$ cat src/usc_pkg.sv
// Constants shared by the serial port control and status flag logic.
// Assumes one 100 MHz clock and a 16x oversampling tick from outside.
//
// Contract
// Overrun flag sets when a good character is dropped on a full FIFO.
// With parity on, error flag sets when the oldest byte mismatches.
// Hardware never clears the parity error flag; software writes it 0.
// Holding-empty flag is read-only; 1 means a byte may be written.
// Receive enable gates new characters; held bytes stay readable.
// Extra-bit option sends the transmit extra bit unless parity is on.
// Receive extra bit takes the extra bit, else the first stop bit.
// Transmit done flag sets at the start of the stop bit.
// With interrupt enabled, either done or available flag raises a request.
// Available flag sets as the stop bit of an accepted byte samples.
// Available flag stays 1 while bytes remain behind the data buffer.
// Hardware never clears the done or available flags itself.
// Register at 98h, bit-addressable; resets to 0 but empty flag 1.
// FIFO holds three bytes; bad stop or full FIFO drops the byte.
// Parity type 00 odd, 01 even, 10 mark, 11 space.
// Multiprocessor mode sets the available flag only on extra bit 1.
// Frame: low start, data LSB first, optional extra bit, high stop.
// Writing 0 clears the overrun flag; a same-cycle set wins.
`default_nettype none
package usc_pkg;
   localparam logic [7:0] SCON_ADDR   = 8'h98;
   localparam logic [4:0] SCON_BITBASE = 5'h13;
   localparam logic [7:0] SCON_RESET  = 8'h20;
   localparam int         B_OVR       = 7;
   localparam int         B_PERR      = 6;
   localparam int         B_THRE      = 5;
   localparam int         B_REN       = 4;
   localparam int         B_TBX       = 3;
   localparam int         B_RBX       = 2;
   localparam int         B_TI        = 1;
   localparam int         B_RI        = 0;
   localparam int         DATA_W      = 8;
   localparam int         ENT_X       = 8;
   localparam int         ENT_P       = 9;
   localparam int         ENT_W       = 10;
   localparam int         FIFO_DEPTH  = 3;
   localparam logic [3:0] OVS_LAST    = 4'hF;
   localparam logic [3:0] OVS_HALF    = 4'h7;
   localparam logic [2:0] BIT_LAST    = 3'h7;
   localparam logic [1:0] PT_ODD      = 2'h0;
   localparam logic [1:0] PT_EVEN     = 2'h1;
   localparam logic [1:0] PT_MARK     = 2'h2;

   // Parity bit for a data byte under the selected type.
   function automatic logic par_bit(input logic [7:0] d,
                                    input logic [1:0] pt);
      case (pt)
         PT_ODD:  par_bit = ~^d;
         PT_EVEN: par_bit = ^d;
         PT_MARK: par_bit = 1'b1;
         default: par_bit = 1'b0;
      endcase
   endfunction : par_bit
endpackage : usc_pkg
`default_nettype wire

$ cat src/usc_top.sv
// Control and status flags of the serial port with its shifters.
// Assumes a same-clock 16x baud tick and format bits from the mode
// register; the serial input pin is asynchronous and is synchronised.
`timescale 1ns/1ps
`default_nettype none
module usc_top
   import usc_pkg::*;
(
   input  wire logic       mclk,
   input  wire logic       nrst,
   input  wire logic [7:0] sfr_addr,
   input  wire logic       sfr_wr,
   input  wire logic       sfr_rd,
   input  wire logic [7:0] sfr_wdata,
   output logic      [7:0] sfr_rdata,
   input  wire logic       bit_wr,
   input  wire logic [7:0] bit_addr,
   input  wire logic       bit_val,
   input  wire logic       tx_load,
   input  wire logic [7:0] tx_wdata,
   input  wire logic       rx_pop,
   output logic      [7:0] rx_data,
   input  wire logic       baud_x16,
   input  wire logic       parity_enable,
   input  wire logic [1:0] parity_type_select,
   input  wire logic       extra_bit_enable,
   input  wire logic       multiproc_enable,
   input  wire logic       int_enable,
   input  wire logic       rxd,
   output logic            txd,
   output logic            irq
);
   import usc_pkg::*;

   typedef enum logic [2:0] {ST_IDLE, ST_START, ST_DATA, ST_EXTRA,
                             ST_STOP} usc_st_e;

   // ***********************************************************
   // Register write decode
   // ***********************************************************
   function automatic logic [7:0] wr_mask(input logic       bw,
                                          input logic [7:0] ba,
                                          input logic       sw,
                                          input logic [7:0] sa);
      wr_mask = '0;
      if (sw && sa == SCON_ADDR) begin
         wr_mask = 8'hFF;
      end else if (bw && ba[7:3] == SCON_BITBASE) begin
         wr_mask[ba[2:0]] = 1'b1;
      end
   endfunction : wr_mask

   logic [7:0]  en, val;
   logic        extra_on;
   logic        rxd_s1_reg, rxd_s2_reg;
   usc_st_e     rx_st_reg, rx_st_next, tx_st_reg, tx_st_next;
   logic [3:0]  rx_cnt_reg, rx_cnt_next, tx_cnt_reg, tx_cnt_next;
   logic [2:0]  rx_bit_reg, rx_bit_next, tx_bit_reg, tx_bit_next;
   logic [7:0]  rx_sh_reg, rx_sh_next, tx_sh_reg, tx_sh_next;
   logic [7:0]  hold_reg, hold_next;
   logic        rx_x_reg, rx_x_next, tx_x_reg, tx_x_next;
   logic        txd_reg, txd_next;
   logic        rx_smp, tx_end, rx_done, push, take, ti_set;
   logic [ENT_W-1:0] ent, head;
   logic [1:0]  fcount;
   logic        ffull, fempty, chk_reg, chk_next;
   logic [7:0]  scon_reg, scon_next, rdata_reg, rdata_next;
   logic [7:0]  rxd_reg;
   logic        irq_reg, irq_next;

   assign en       = wr_mask(bit_wr, bit_addr, sfr_wr, sfr_addr);
   assign val      = (sfr_wr && sfr_addr == SCON_ADDR) ? sfr_wdata
                                                       : {8{bit_val}};
   assign extra_on = parity_enable | extra_bit_enable;

   // ***********************************************************
   // Receiver
   // ***********************************************************
   always_ff @(posedge mclk) begin
      if (!nrst) begin
         rxd_s1_reg <= 1'b1;
         rxd_s2_reg <= 1'b1;
      end else begin
         rxd_s1_reg <= rxd;
         rxd_s2_reg <= rxd_s1_reg;
      end
   end

   assign rx_smp  = baud_x16 && rx_cnt_reg == OVS_LAST;
   assign rx_done = rx_st_reg == ST_STOP && rx_smp;
   assign push    = rx_done && rxd_s2_reg && !ffull;
   // The extra slot holds the stop bit when parity is on.
   assign ent[DATA_W-1:0] = rx_sh_reg;
   assign ent[ENT_X] = (extra_bit_enable && !parity_enable) ? rx_x_reg
                                                           : rxd_s2_reg;
   assign ent[ENT_P] = parity_enable &&
      (rx_x_reg != par_bit(rx_sh_reg, parity_type_select));

   always_comb begin
      rx_st_next  = rx_st_reg;
      rx_cnt_next = baud_x16 ? 4'(rx_cnt_reg + 1'b1) : rx_cnt_reg;
      rx_bit_next = rx_bit_reg;
      rx_sh_next  = rx_sh_reg;
      rx_x_next   = rx_x_reg;
      case (rx_st_reg)
         ST_IDLE: begin
            rx_cnt_next = '0;
            if (scon_reg[B_REN] && !rxd_s2_reg) begin
               rx_st_next = ST_START;
            end
         end
         ST_START: begin
            if (baud_x16 && rx_cnt_reg == OVS_HALF) begin
               rx_cnt_next = '0;
               rx_bit_next = '0;
               rx_st_next  = rxd_s2_reg ? ST_IDLE : ST_DATA;
            end
         end
         ST_DATA: begin
            if (rx_smp) begin
               rx_sh_next  = {rxd_s2_reg, rx_sh_reg[7:1]};
               rx_bit_next = 3'(rx_bit_reg + 1'b1);
               if (rx_bit_reg == BIT_LAST) begin
                  rx_st_next = extra_on ? ST_EXTRA : ST_STOP;
               end
            end
         end
         ST_EXTRA: begin
            if (rx_smp) begin
               rx_x_next  = rxd_s2_reg;
               rx_st_next = ST_STOP;
            end
         end
         ST_STOP: begin
            if (rx_smp) begin
               rx_st_next = ST_IDLE;
            end
         end
         default: rx_st_next = ST_IDLE;
      endcase
   end

   always_ff @(posedge mclk) begin
      if (!nrst) begin
         rx_st_reg  <= ST_IDLE;
         rx_cnt_reg <= '0;
         rx_bit_reg <= '0;
         rx_sh_reg  <= '0;
         rx_x_reg   <= 1'b0;
      end else begin
         rx_st_reg  <= rx_st_next;
         rx_cnt_reg <= rx_cnt_next;
         rx_bit_reg <= rx_bit_next;
         rx_sh_reg  <= rx_sh_next;
         rx_x_reg   <= rx_x_next;
      end
   end

   usc_rx_fifo #(
      .W     (ENT_W),
      .DEPTH (FIFO_DEPTH)
   ) u_fifo (
      .mclk  (mclk),
      .nrst  (nrst),
      .push  (push),
      .din   (ent),
      .pop   (rx_pop),
      .dout  (head),
      .count (fcount),
      .full  (ffull),
      .empty (fempty)
   );

   // ***********************************************************
   // Transmitter
   // ***********************************************************
   assign tx_end = baud_x16 && tx_cnt_reg == OVS_LAST;
   assign take   = tx_st_reg == ST_IDLE && !scon_reg[B_THRE];

   always_comb begin
      tx_st_next  = tx_st_reg;
      tx_cnt_next = baud_x16 ? 4'(tx_cnt_reg + 1'b1) : tx_cnt_reg;
      tx_bit_next = tx_bit_reg;
      tx_sh_next  = tx_sh_reg;
      tx_x_next   = tx_x_reg;
      txd_next    = txd_reg;
      hold_next   = (tx_load && scon_reg[B_THRE]) ? tx_wdata : hold_reg;
      ti_set      = 1'b0;
      case (tx_st_reg)
         ST_IDLE: begin
            tx_cnt_next = '0;
            if (take) begin
               tx_sh_next = hold_reg;
               tx_x_next  = parity_enable ?
                  par_bit(hold_reg, parity_type_select) :
                  scon_reg[B_TBX];
               txd_next   = 1'b0;
               tx_st_next = ST_START;
            end
         end
         ST_START: begin
            if (tx_end) begin
               txd_next    = tx_sh_reg[0];
               tx_bit_next = '0;
               tx_st_next  = ST_DATA;
            end
         end
         ST_DATA: begin
            if (tx_end) begin
               tx_sh_next  = {1'b0, tx_sh_reg[7:1]};
               tx_bit_next = 3'(tx_bit_reg + 1'b1);
               txd_next    = tx_sh_reg[1];
               if (tx_bit_reg == BIT_LAST) begin
                  txd_next   = extra_on ? tx_x_reg : 1'b1;
                  tx_st_next = extra_on ? ST_EXTRA : ST_STOP;
                  ti_set     = !extra_on;
               end
            end
         end
         ST_EXTRA: begin
            if (tx_end) begin
               txd_next   = 1'b1;
               tx_st_next = ST_STOP;
               ti_set     = 1'b1;
            end
         end
         ST_STOP: begin
            if (tx_end) begin
               tx_st_next = ST_IDLE;
            end
         end
         default: tx_st_next = ST_IDLE;
      endcase
   end

   always_ff @(posedge mclk) begin
      if (!nrst) begin
         tx_st_reg  <= ST_IDLE;
         tx_cnt_reg <= '0;
         tx_bit_reg <= '0;
         tx_sh_reg  <= '0;
         tx_x_reg   <= 1'b0;
         txd_reg    <= 1'b1;
         hold_reg   <= '0;
      end else begin
         tx_st_reg  <= tx_st_next;
         tx_cnt_reg <= tx_cnt_next;
         tx_bit_reg <= tx_bit_next;
         tx_sh_reg  <= tx_sh_next;
         tx_x_reg   <= tx_x_next;
         txd_reg    <= txd_next;
         hold_reg   <= hold_next;
      end
   end

   // ***********************************************************
   // Control and status register
   // ***********************************************************
   // A hardware set always beats a software clear in the same cycle.
   always_comb begin
      scon_next = (en & val) | (~en & scon_reg);
      scon_next[B_OVR] = (rx_done && rxd_s2_reg && ffull) |
                         scon_next[B_OVR];
      // The oldest byte is judged once, the first cycle it is at the head.
      scon_next[B_PERR] = (parity_enable && !fempty && !chk_reg &&
                           head[ENT_P]) | scon_next[B_PERR];
      scon_next[B_THRE] = (tx_load && scon_reg[B_THRE]) ? 1'b0 :
                          take ? 1'b1 : scon_reg[B_THRE];
      if (!fempty && !chk_reg) begin
         scon_next[B_RBX] = head[ENT_X];
      end
      scon_next[B_TI] = ti_set | scon_next[B_TI];
      // A clear is refused while bytes wait behind the data buffer.
      scon_next[B_RI] = (push && (!multiproc_enable || rx_x_reg)) |
                        scon_next[B_RI] |
                        (scon_reg[B_RI] && fcount > 2'(1));
      chk_next   = !fempty && !rx_pop;
      irq_next   = int_enable && (scon_next[B_TI] || scon_next[B_RI]);
      rdata_next = (sfr_rd && sfr_addr == SCON_ADDR) ? scon_reg : '0;
   end

   always_ff @(posedge mclk) begin
      if (!nrst) begin
         scon_reg  <= SCON_RESET;
         chk_reg   <= 1'b0;
         irq_reg   <= 1'b0;
         rdata_reg <= '0;
         rxd_reg   <= '0;
      end else begin
         scon_reg  <= scon_next;
         chk_reg   <= chk_next;
         irq_reg   <= irq_next;
         rdata_reg <= rdata_next;
         rxd_reg   <= head[DATA_W-1:0];
      end
   end

   assign sfr_rdata = rdata_reg;
   assign rx_data   = rxd_reg;
   assign txd       = txd_reg;
   assign irq       = irq_reg;
endmodule : usc_top
`default_nettype wire

$ cat src/usc_rx_fifo.sv
// Receive FIFO of flip-flops addressed by read and write indexes.
// Ignores push while full; the caller also drops such bytes.
`timescale 1ns/1ps
`default_nettype none
module usc_rx_fifo #(
   parameter int W     = 10,
   parameter int DEPTH = 3
) (
   input  wire logic                       mclk,
   input  wire logic                       nrst,
   input  wire logic                       push,
   input  wire logic [W-1:0]               din,
   input  wire logic                       pop,
   output logic      [W-1:0]               dout,
   output logic      [$clog2(DEPTH+1)-1:0] count,
   output logic                            full,
   output logic                            empty
);
   localparam int PW = (DEPTH > 1) ? $clog2(DEPTH) : 1;
   localparam int CW = $clog2(DEPTH+1);

   logic [W-1:0]  mem_reg [DEPTH];
   logic [W-1:0]  mem_next [DEPTH];
   logic [PW-1:0] wp_reg, wp_next, rp_reg, rp_next;
   logic [CW-1:0] cnt_reg, cnt_next;
   logic          do_push, do_pop;

   function automatic logic [PW-1:0] inc(input logic [PW-1:0] p);
      inc = (p == PW'(DEPTH-1)) ? '0 : PW'(p + 1'b1);
   endfunction : inc

   assign full    = (cnt_reg == CW'(DEPTH));
   assign empty   = (cnt_reg == '0);
   assign count   = cnt_reg;
   assign dout    = mem_reg[rp_reg];
   assign do_push = push & ~full;
   assign do_pop  = pop & ~empty;

   always_comb begin
      mem_next = mem_reg;
      if (do_push) begin
         mem_next[wp_reg] = din;
      end
      wp_next  = do_push ? inc(wp_reg) : wp_reg;
      rp_next  = do_pop ? inc(rp_reg) : rp_reg;
      cnt_next = CW'(cnt_reg + CW'(do_push) - CW'(do_pop));
   end

   always_ff @(posedge mclk) begin
      if (!nrst) begin
         wp_reg  <= '0;
         rp_reg  <= '0;
         cnt_reg <= '0;
         for (int i = 0; i < DEPTH; i++) begin
            mem_reg[i] <= '0;
         end
      end else begin
         wp_reg  <= wp_next;
         rp_reg  <= rp_next;
         cnt_reg <= cnt_next;
         mem_reg <= mem_next;
      end
   end
endmodule : usc_rx_fifo
`default_nettype wire

$ cat config.mk
export PLATFORM = sky130hd
export DESIGN_NAME = usc_top
export DESIGN_NICKNAME = d
export VERILOG_FILES = /design/src/usc_pkg.sv /design/src/usc_top.sv /design/src/usc_rx_fifo.sv
export SDC_FILE = /design/constraint.sdc
export NUM_CORES = 1
export LEC_CHECK = 0
export BUFFER_PORTS_ARGS = -buffer_cell sky130_fd_sc_hd__buf_2
export CELL_PAD_IN_SITES_DETAIL_PLACEMENT = 0
export CELL_PAD_IN_SITES_GLOBAL_PLACEMENT = 1
export CORE_MARGIN = 3
export CORE_UTILIZATION = 41
export CTS_BUF_LIST = sky130_fd_sc_hd__clkbuf_8
export CTS_CLUSTER_SIZE = 40
export DETAILED_ROUTE_END_ITERATION = 8
export PLACE_DENSITY = 0.76
export SETUP_SLACK_MARGIN = 0.4
export SLEW_MARGIN = 10
export SYNTH_ARGS = -nofsm -noshare
export SYNTH_HDL_FRONTEND = slang
export SYNTH_HIERARCHICAL = 1
export SYNTH_SLANG_ARGS = --single-unit
$ cat constraint.sdc
create_clock -name mclk -period 2.11 [get_ports mclk]
set_input_delay 0.211 -clock mclk [delete_from_list [all_inputs] [get_ports mclk]]
set_output_delay 0.211 -clock mclk [all_outputs]
set_load 0.02 [all_outputs]
# Yosys cells after proc, flatten, opt, wreduce, memory -nomap -nowiden
# Cells that the tools add are included.
[op_classes]
reduce_logical = 60
addsub = 8
n_lt_le_gt_ge = 6
bitwise_logic = 17
muxes = 58
shifts = 0
eq_ne = 33
div = 0
multipliers = 0
[op_table]
columns = ["op", "n"]
rows = [
  ["$mux 3", 16],
  ["$mux 8", 5],
  ["$bwmux 30", 1],
  ["$mux 10", 3],
  ["$pmux 3 s5", 2],
  ["$logic_and 1x1->1", 25],
  ["$ne 2x2->1 const B", 12],
  ["$bmux 10 s2", 1],
  ["$demux 10 s2", 1],
  ["$and 8x8->8", 2],
  ["$pmux 8 s2", 1],
  ["$reduce_xnor 8->1", 2],
  ["$reduce_xor 8->1", 2],
  ["$mux 1", 15],
  ["$eq 3x2->1 const B", 4],
  ["$eq 3x3->1 const B", 4],
  ["$pmux 3 s2", 2],
  ["$reduce_and 6->1", 2],
  ["$logic_not 1->1", 9],
  ["$reduce_and 3->1", 3],
  ["$add 4x1->4 const B", 2],
  ["$eq 2x2->1 const B", 4],
  ["$eq 4x4->1 const B", 2],
  ["$eq 8x8->1 const B", 1],
  ["35 further kinds", 61],
]
[word_totals]
ff_bits = 111
mem_count = 0
latch_bits = 0
mem_bits_rw = 0
output_inout_bits = 18
input_bits = 48
rom_bits = 0

# Longest topological paths before layout
[logic_depth]
word_depth = 13
depth_mapped = 12
ltp_nobuf = 12

# Modules after synthesis
# Netlist, hierarchy kept.
[by_module_without_submodules]
columns = ["mod", "cells_per_inst", "n_inst", "area_each_um2"]
rows = [
  ["usc_top", 376, 1, 3502.1],
  ["usc_rx_fifo", 175, 1, 1601.5],
]

# Least setup slack after synthesis
# Ideal clock, no wire load.
[synth_timing]
kind = "register to register"
startpoint = "register rx_cnt_reg[0]"
endpoint = "register u_fifo.cnt_reg[1], in the netlist u_fifo/count[1]"
path_stages_with_launch = 13
arrival_time_ns = 2.108
slack_ns = -0.113
path_buffers = 0
setup_time_ns = 0.115
path_cell_list = "dfxtp_1 -> ha_1 -> and4_1 -> nand4_1 -> nor2_1 -> a21boi_2 -> inv_2 -> ha_1 -> inv_1 -> ha_1 -> xnor2_1 -> xnor2_1 -> and2_1"
[synth_between]
elab_chain_cells = 8
[synth_rtl]
columns = ["element", "line", "source"]
rows = [
  ["start: declaration", "usc_top.sv:57", "logic [3:0] rx_cnt_reg, rx_cnt_next, tx_cnt_reg, tx_cnt_next;"],
  ["start signal: assignment", "usc_top.sv:152", "rx_cnt_reg <= rx_cnt_next;"],
  ["$eq 4x4->1", "usc_top.sv:89", "assign rx_smp = baud_x16 && rx_cnt_reg == OVS_LAST;"],
  ["$logic_and 1x1->1", "usc_top.sv:89", ""],
  ["$logic_and 1x1->1", "usc_top.sv:90", "assign rx_done = rx_st_reg == ST_STOP && rx_smp;"],
  ["$logic_and 1x1->1 (2 in series)", "usc_top.sv:91", "assign push = rx_done && rxd_s2_reg && !ffull;"],
  ["via push", "usc_top.sv:63", "logic rx_smp, tx_end, rx_done, push, take, ti_set;"],
  ["$and 1x1->1", "usc_rx_fifo.sv:36", "assign do_push = push & ~full;"],
  ["$add 2x1->2", "usc_rx_fifo.sv:46", "cnt_next = CW'(cnt_reg + CW'(do_push) - CW'(do_pop));"],
  ["$sub 2x1->2", "usc_rx_fifo.sv:46", ""],
  ["end signal: assignment", "usc_rx_fifo.sv:60", "cnt_reg <= cnt_next;"],
  ["end: declaration", "usc_rx_fifo.sv:25", "logic [CW-1:0] cnt_reg, cnt_next;"],
]
# The timed path passes the listed nets, and every way through them passes these cells.
# A chain may end at the register's enable or synchronous reset.

# Final worst setup path
# Ends and elaborated chain as after synthesis.

==> flow_summary_export.csv <==
group,metric,value,unit
synth,synth.avg_cell_area,9.263,sq um
power_and_ir_drop,ir_drop,0.2645,mV
routing,drt.antenna.violating_nets,0,
cells_and_area,final_nets,684,
cells_and_area,final_cells,801,
global_routing,gr-usage-all-layers,0.1625,
cells_and_area,fillers,1156,
routing,vias,4046,
cells_and_area,seq_area,0.002228,sq mm
cts,h-tree-depth,3,
timing,max_slew.worst_pin.slew,543.4,ps
global_routing,grt_max_degree,53,
synth,yosys.cell_types.count,58,
timing,hold_viol,0,
cts,numCtsBuffers,9,
synth,synth_top_area_share,0.4354,
placement,finalWeightedCongestion,0.7987,
setup_path,cp_slowest_cell,"dfxtp_2",
cells_and_area,drive_gt1_frac,0.2417,
outcome,status,"completed",
timing,fmax,474.7,MHz
routing,firstDrtPassIters,4,
floorplan,initial_core_util,0.4214,
timing,hold_slack,45.54,ps
timing,min_period_over_period,0.9985,
synth,synth-compound-area-share,0.1076,
min_path,hold_class,"input port to flip-flop",
global_routing,grt_pass1_vias,3994,
synth,ys_seq_elements,111,
floorplan,fp.dieH,117.6,microns
cts,cts.clk_slew.worst_paths,100,ps
setup_path,cp-end-kind,"flip-flop",
placement,dp.cells,777,
setup_path,max_stage_delay,360,ps
min_path,whs_path_depth,2,
setup_path,critPathTopFamily,"simple AND/OR/NAND/NOR gates",
placement,port_buffers,64,
setup_path,r2r_setup_slack,3,ps
setup_path,critical_path_class,"flip-flop to flip-flop",
cells_and_area,largest_register_ffs,30,
placement,dp_hpwl,7979,microns
routing,via_per_inst,5.051,
synth,synth_flop_cell,"dfxtp_1",
synth,yosysTopAreaCell,"dfxtp_1",
timing,finClkSkew,9.649,ps
routing,wl_per_cell,14.19,microns
floorplan,rows,40,
setup_path,r2r_end,"u_fifo/count[1]",
cts,clk_latency,380,ps
cells_and_area,area_growth,19.32,%
routing,wl,11370,microns
cts,cts_sinks,111,
synth,yosys.area_share.adder,0.01961,
cells_and_area,utilization,0.5028,
setup_path,critPathArrivalTime,2390,ps
setup_path,cp-start-kind,"flip-flop",
setup_path,reg2reg_depth,12,
cells_and_area,multi_input_area,0.002860,sq mm
floorplan,die_w,117.6,microns
routing,drc,0,
synth,synth_seq_area_share,0.4354,
power_and_ir_drop,p_leak,0.002620,uW
synth,synth-xor-area-share,0.04290,
synth,ys_async_sr_fraction,0,
synth,ys_top_cells_by_area,"dfxtp_1 (44%), mux2i_1 (13%), nand2_1 (6.5%)",
global_routing,grt_pass1_wl,18640,microns
flow_run,drv_cap,0,
setup_path,path_cells,"ha_4 -> and4_4 -> nand4_1 -> nor2_1 -> a21boi_2 -> inv_2 -> ha_4 -> inv_2 -> ha_4 -> xnor2_2 -> xnor2_1 -> and2_1",
setup_path,cp-startpoint,"rx_cnt_reg[0]",
synth,synth_top_family_by_area,"simple AND/OR/NAND/NOR gates",
synth,yosysWarnings,6,
floorplan,coreArea,0.01211,sq mm
setup_path,reg2reg_from,"rx_cnt_reg[0]",
min_path,hold_end,"rxd_s1_reg",
cts,cts_tree,"done",
timing,slew_violations,0,
synth,syn_inst,551,
global_routing,antenna_found_initial,0,
global_routing,global_route.overflow_total,0,
floorplan,dieArea,0.01382,sq mm
synth,netlist_area,0.005104,sq mm
synth,synthSimpleGateAreaFrac,0.2295,
cts,cts_buffer_depth,2,
cts,root_buffer,"clkbuf_8",
setup_path,path_buf_inv,2,
setup_path,path_common_cell,"ha_4",
power_and_ir_drop,power_density,588.6,mW/mm^2
min_path,worstHoldStart,"rxd",
synth,synth_edf_count,0,
setup_path,required,2400,ps
synth,syn_nets,607,
setup_path,path_max_fanout,2,
timing,slew_headroom,0.6344,
timing,finalSetupViolCount,0,
routing,drtIter0Drc,227,
timing,period_minus_slack,2107,ps
floorplan,top_level_ports,66,
timing,rsz0062_at_grt,"yes",
synth,synthMuxAreaShare,0.1299,
cells_and_area,n_antenna_cell,0,
-- synthesized netlist by cell type, drive strengths merged, types with 4 or more instances --
library cell and instances:
nor2 28, inv 8, xnor2 17, dfxtp 111, or3 4, nor2b 18
nand2b 7, ha 8, xor2 8, buf 13, nand2 88, o21ai 20
o211a 10, a21boi 16, nor3 5, a21oi 11, mux2i 64, and2 22
clkbuf 19, nand4 7, nor3b 10, nand3 16
-- layer usage --
| layer | share of wire | global-route usage |
|---|---|---|
| met4 | 0.027 | 0.08571 |
| met5 | 0 | 0 |
| met3 | 0.044 | 0.03316 |
| met1 | 0.47 | 0.2128 |
| met2 | 0.45 | 0.2533 |
-- what timing repair did --
item / 4_1_cts / 5_1_grt
setup endpoints to repair: 45 / 54
hold buffers: 1 / 0
endpoints found under the hold margin: 1 / 0
setup buffers: 1 / 3
gates cloned: 2 / 1
resized for setup: 16 / 22
pin swaps: 8 / 7
-- final cells by class --
class | count | share of cell area
Multi-Input combinational cell | 402 | 0.4697
Sequential cell | 111 | 0.3659
Tap cell | 168 | 0.03452
Inverter | 8 | 0.004931
Clock inverter | 6 | 0.006164
Clock buffer | 10 | 0.02260
Timing Repair Buffer | 96 | 0.09616
-- power by group --
group	switching (uW)	internal, uW
Clock	716	459
Sequential	25.9	2130
Combinational	139	119
-- cells in the final DEF, fill, tap and decap left out, drive strengths merged, types with 2 or more instances in the layout --
cell and count:
a211oi 2, a21boi 16, a21oi 11, a22oi 3, a31o 2, a32oi 2, and2 22, and3 4
and4 3, and4bb 3, buf 95, clkbuf 10, clkinv 2, dfxtp 111, ha 8, inv 11
mux2 2, mux2i 64, nand2 88, nand2b 7, nand3 16, nand3b 2, nand4 7, nor2 28
nor2b 18, nor3 5, nor3b 10, o211a 10, o21a 2, o21ai 20, o22ai 2, o31ai 2
or3 5, xnor2 17, xor2 8
-- metrics by stage --
| stage | total power, uW | TNS, ps | instance area, sq um | setup WS, ps |
|---|---|---|---|---|
| after floorplan | 2357 | 0 | 5155 | 1.945 |
| after global placement | 2449 | -33.29 | 5728 | -33.29 |
| after detailed placement | 2453 | -73.07 | 5728 | -73.07 |
| after CTS | 3641 | -25.04 | 5977 | -25.04 |
| after global routing | 3740 | -110.7 | 6090 | -105.8 |
| final | 3585 | 0 | 6090 | 3.248 |
-- cells by family after synthesis --
group | Yosys count
compound gates | 78
xor+xnor | 25
fa+ha+maj | 8
buf+inv | 40
flops | 111
mux | 66
simple gates | 223
-- how the worst max path moves through the flow --
stage,endpoint,cells after the start,slack [ps]
after floorplan,u_fifo/count[1],12,2
after global placement,u_fifo/count[1],12,-30
final,u_fifo/count[1],12,3
after CTS,u_fifo/count[1],12,-30
after global routing,u_fifo/count[1],12,-110
after detailed placement,u_fifo/count[1],12,-70
Note: power is estimated with default switching activity, not from simulation.
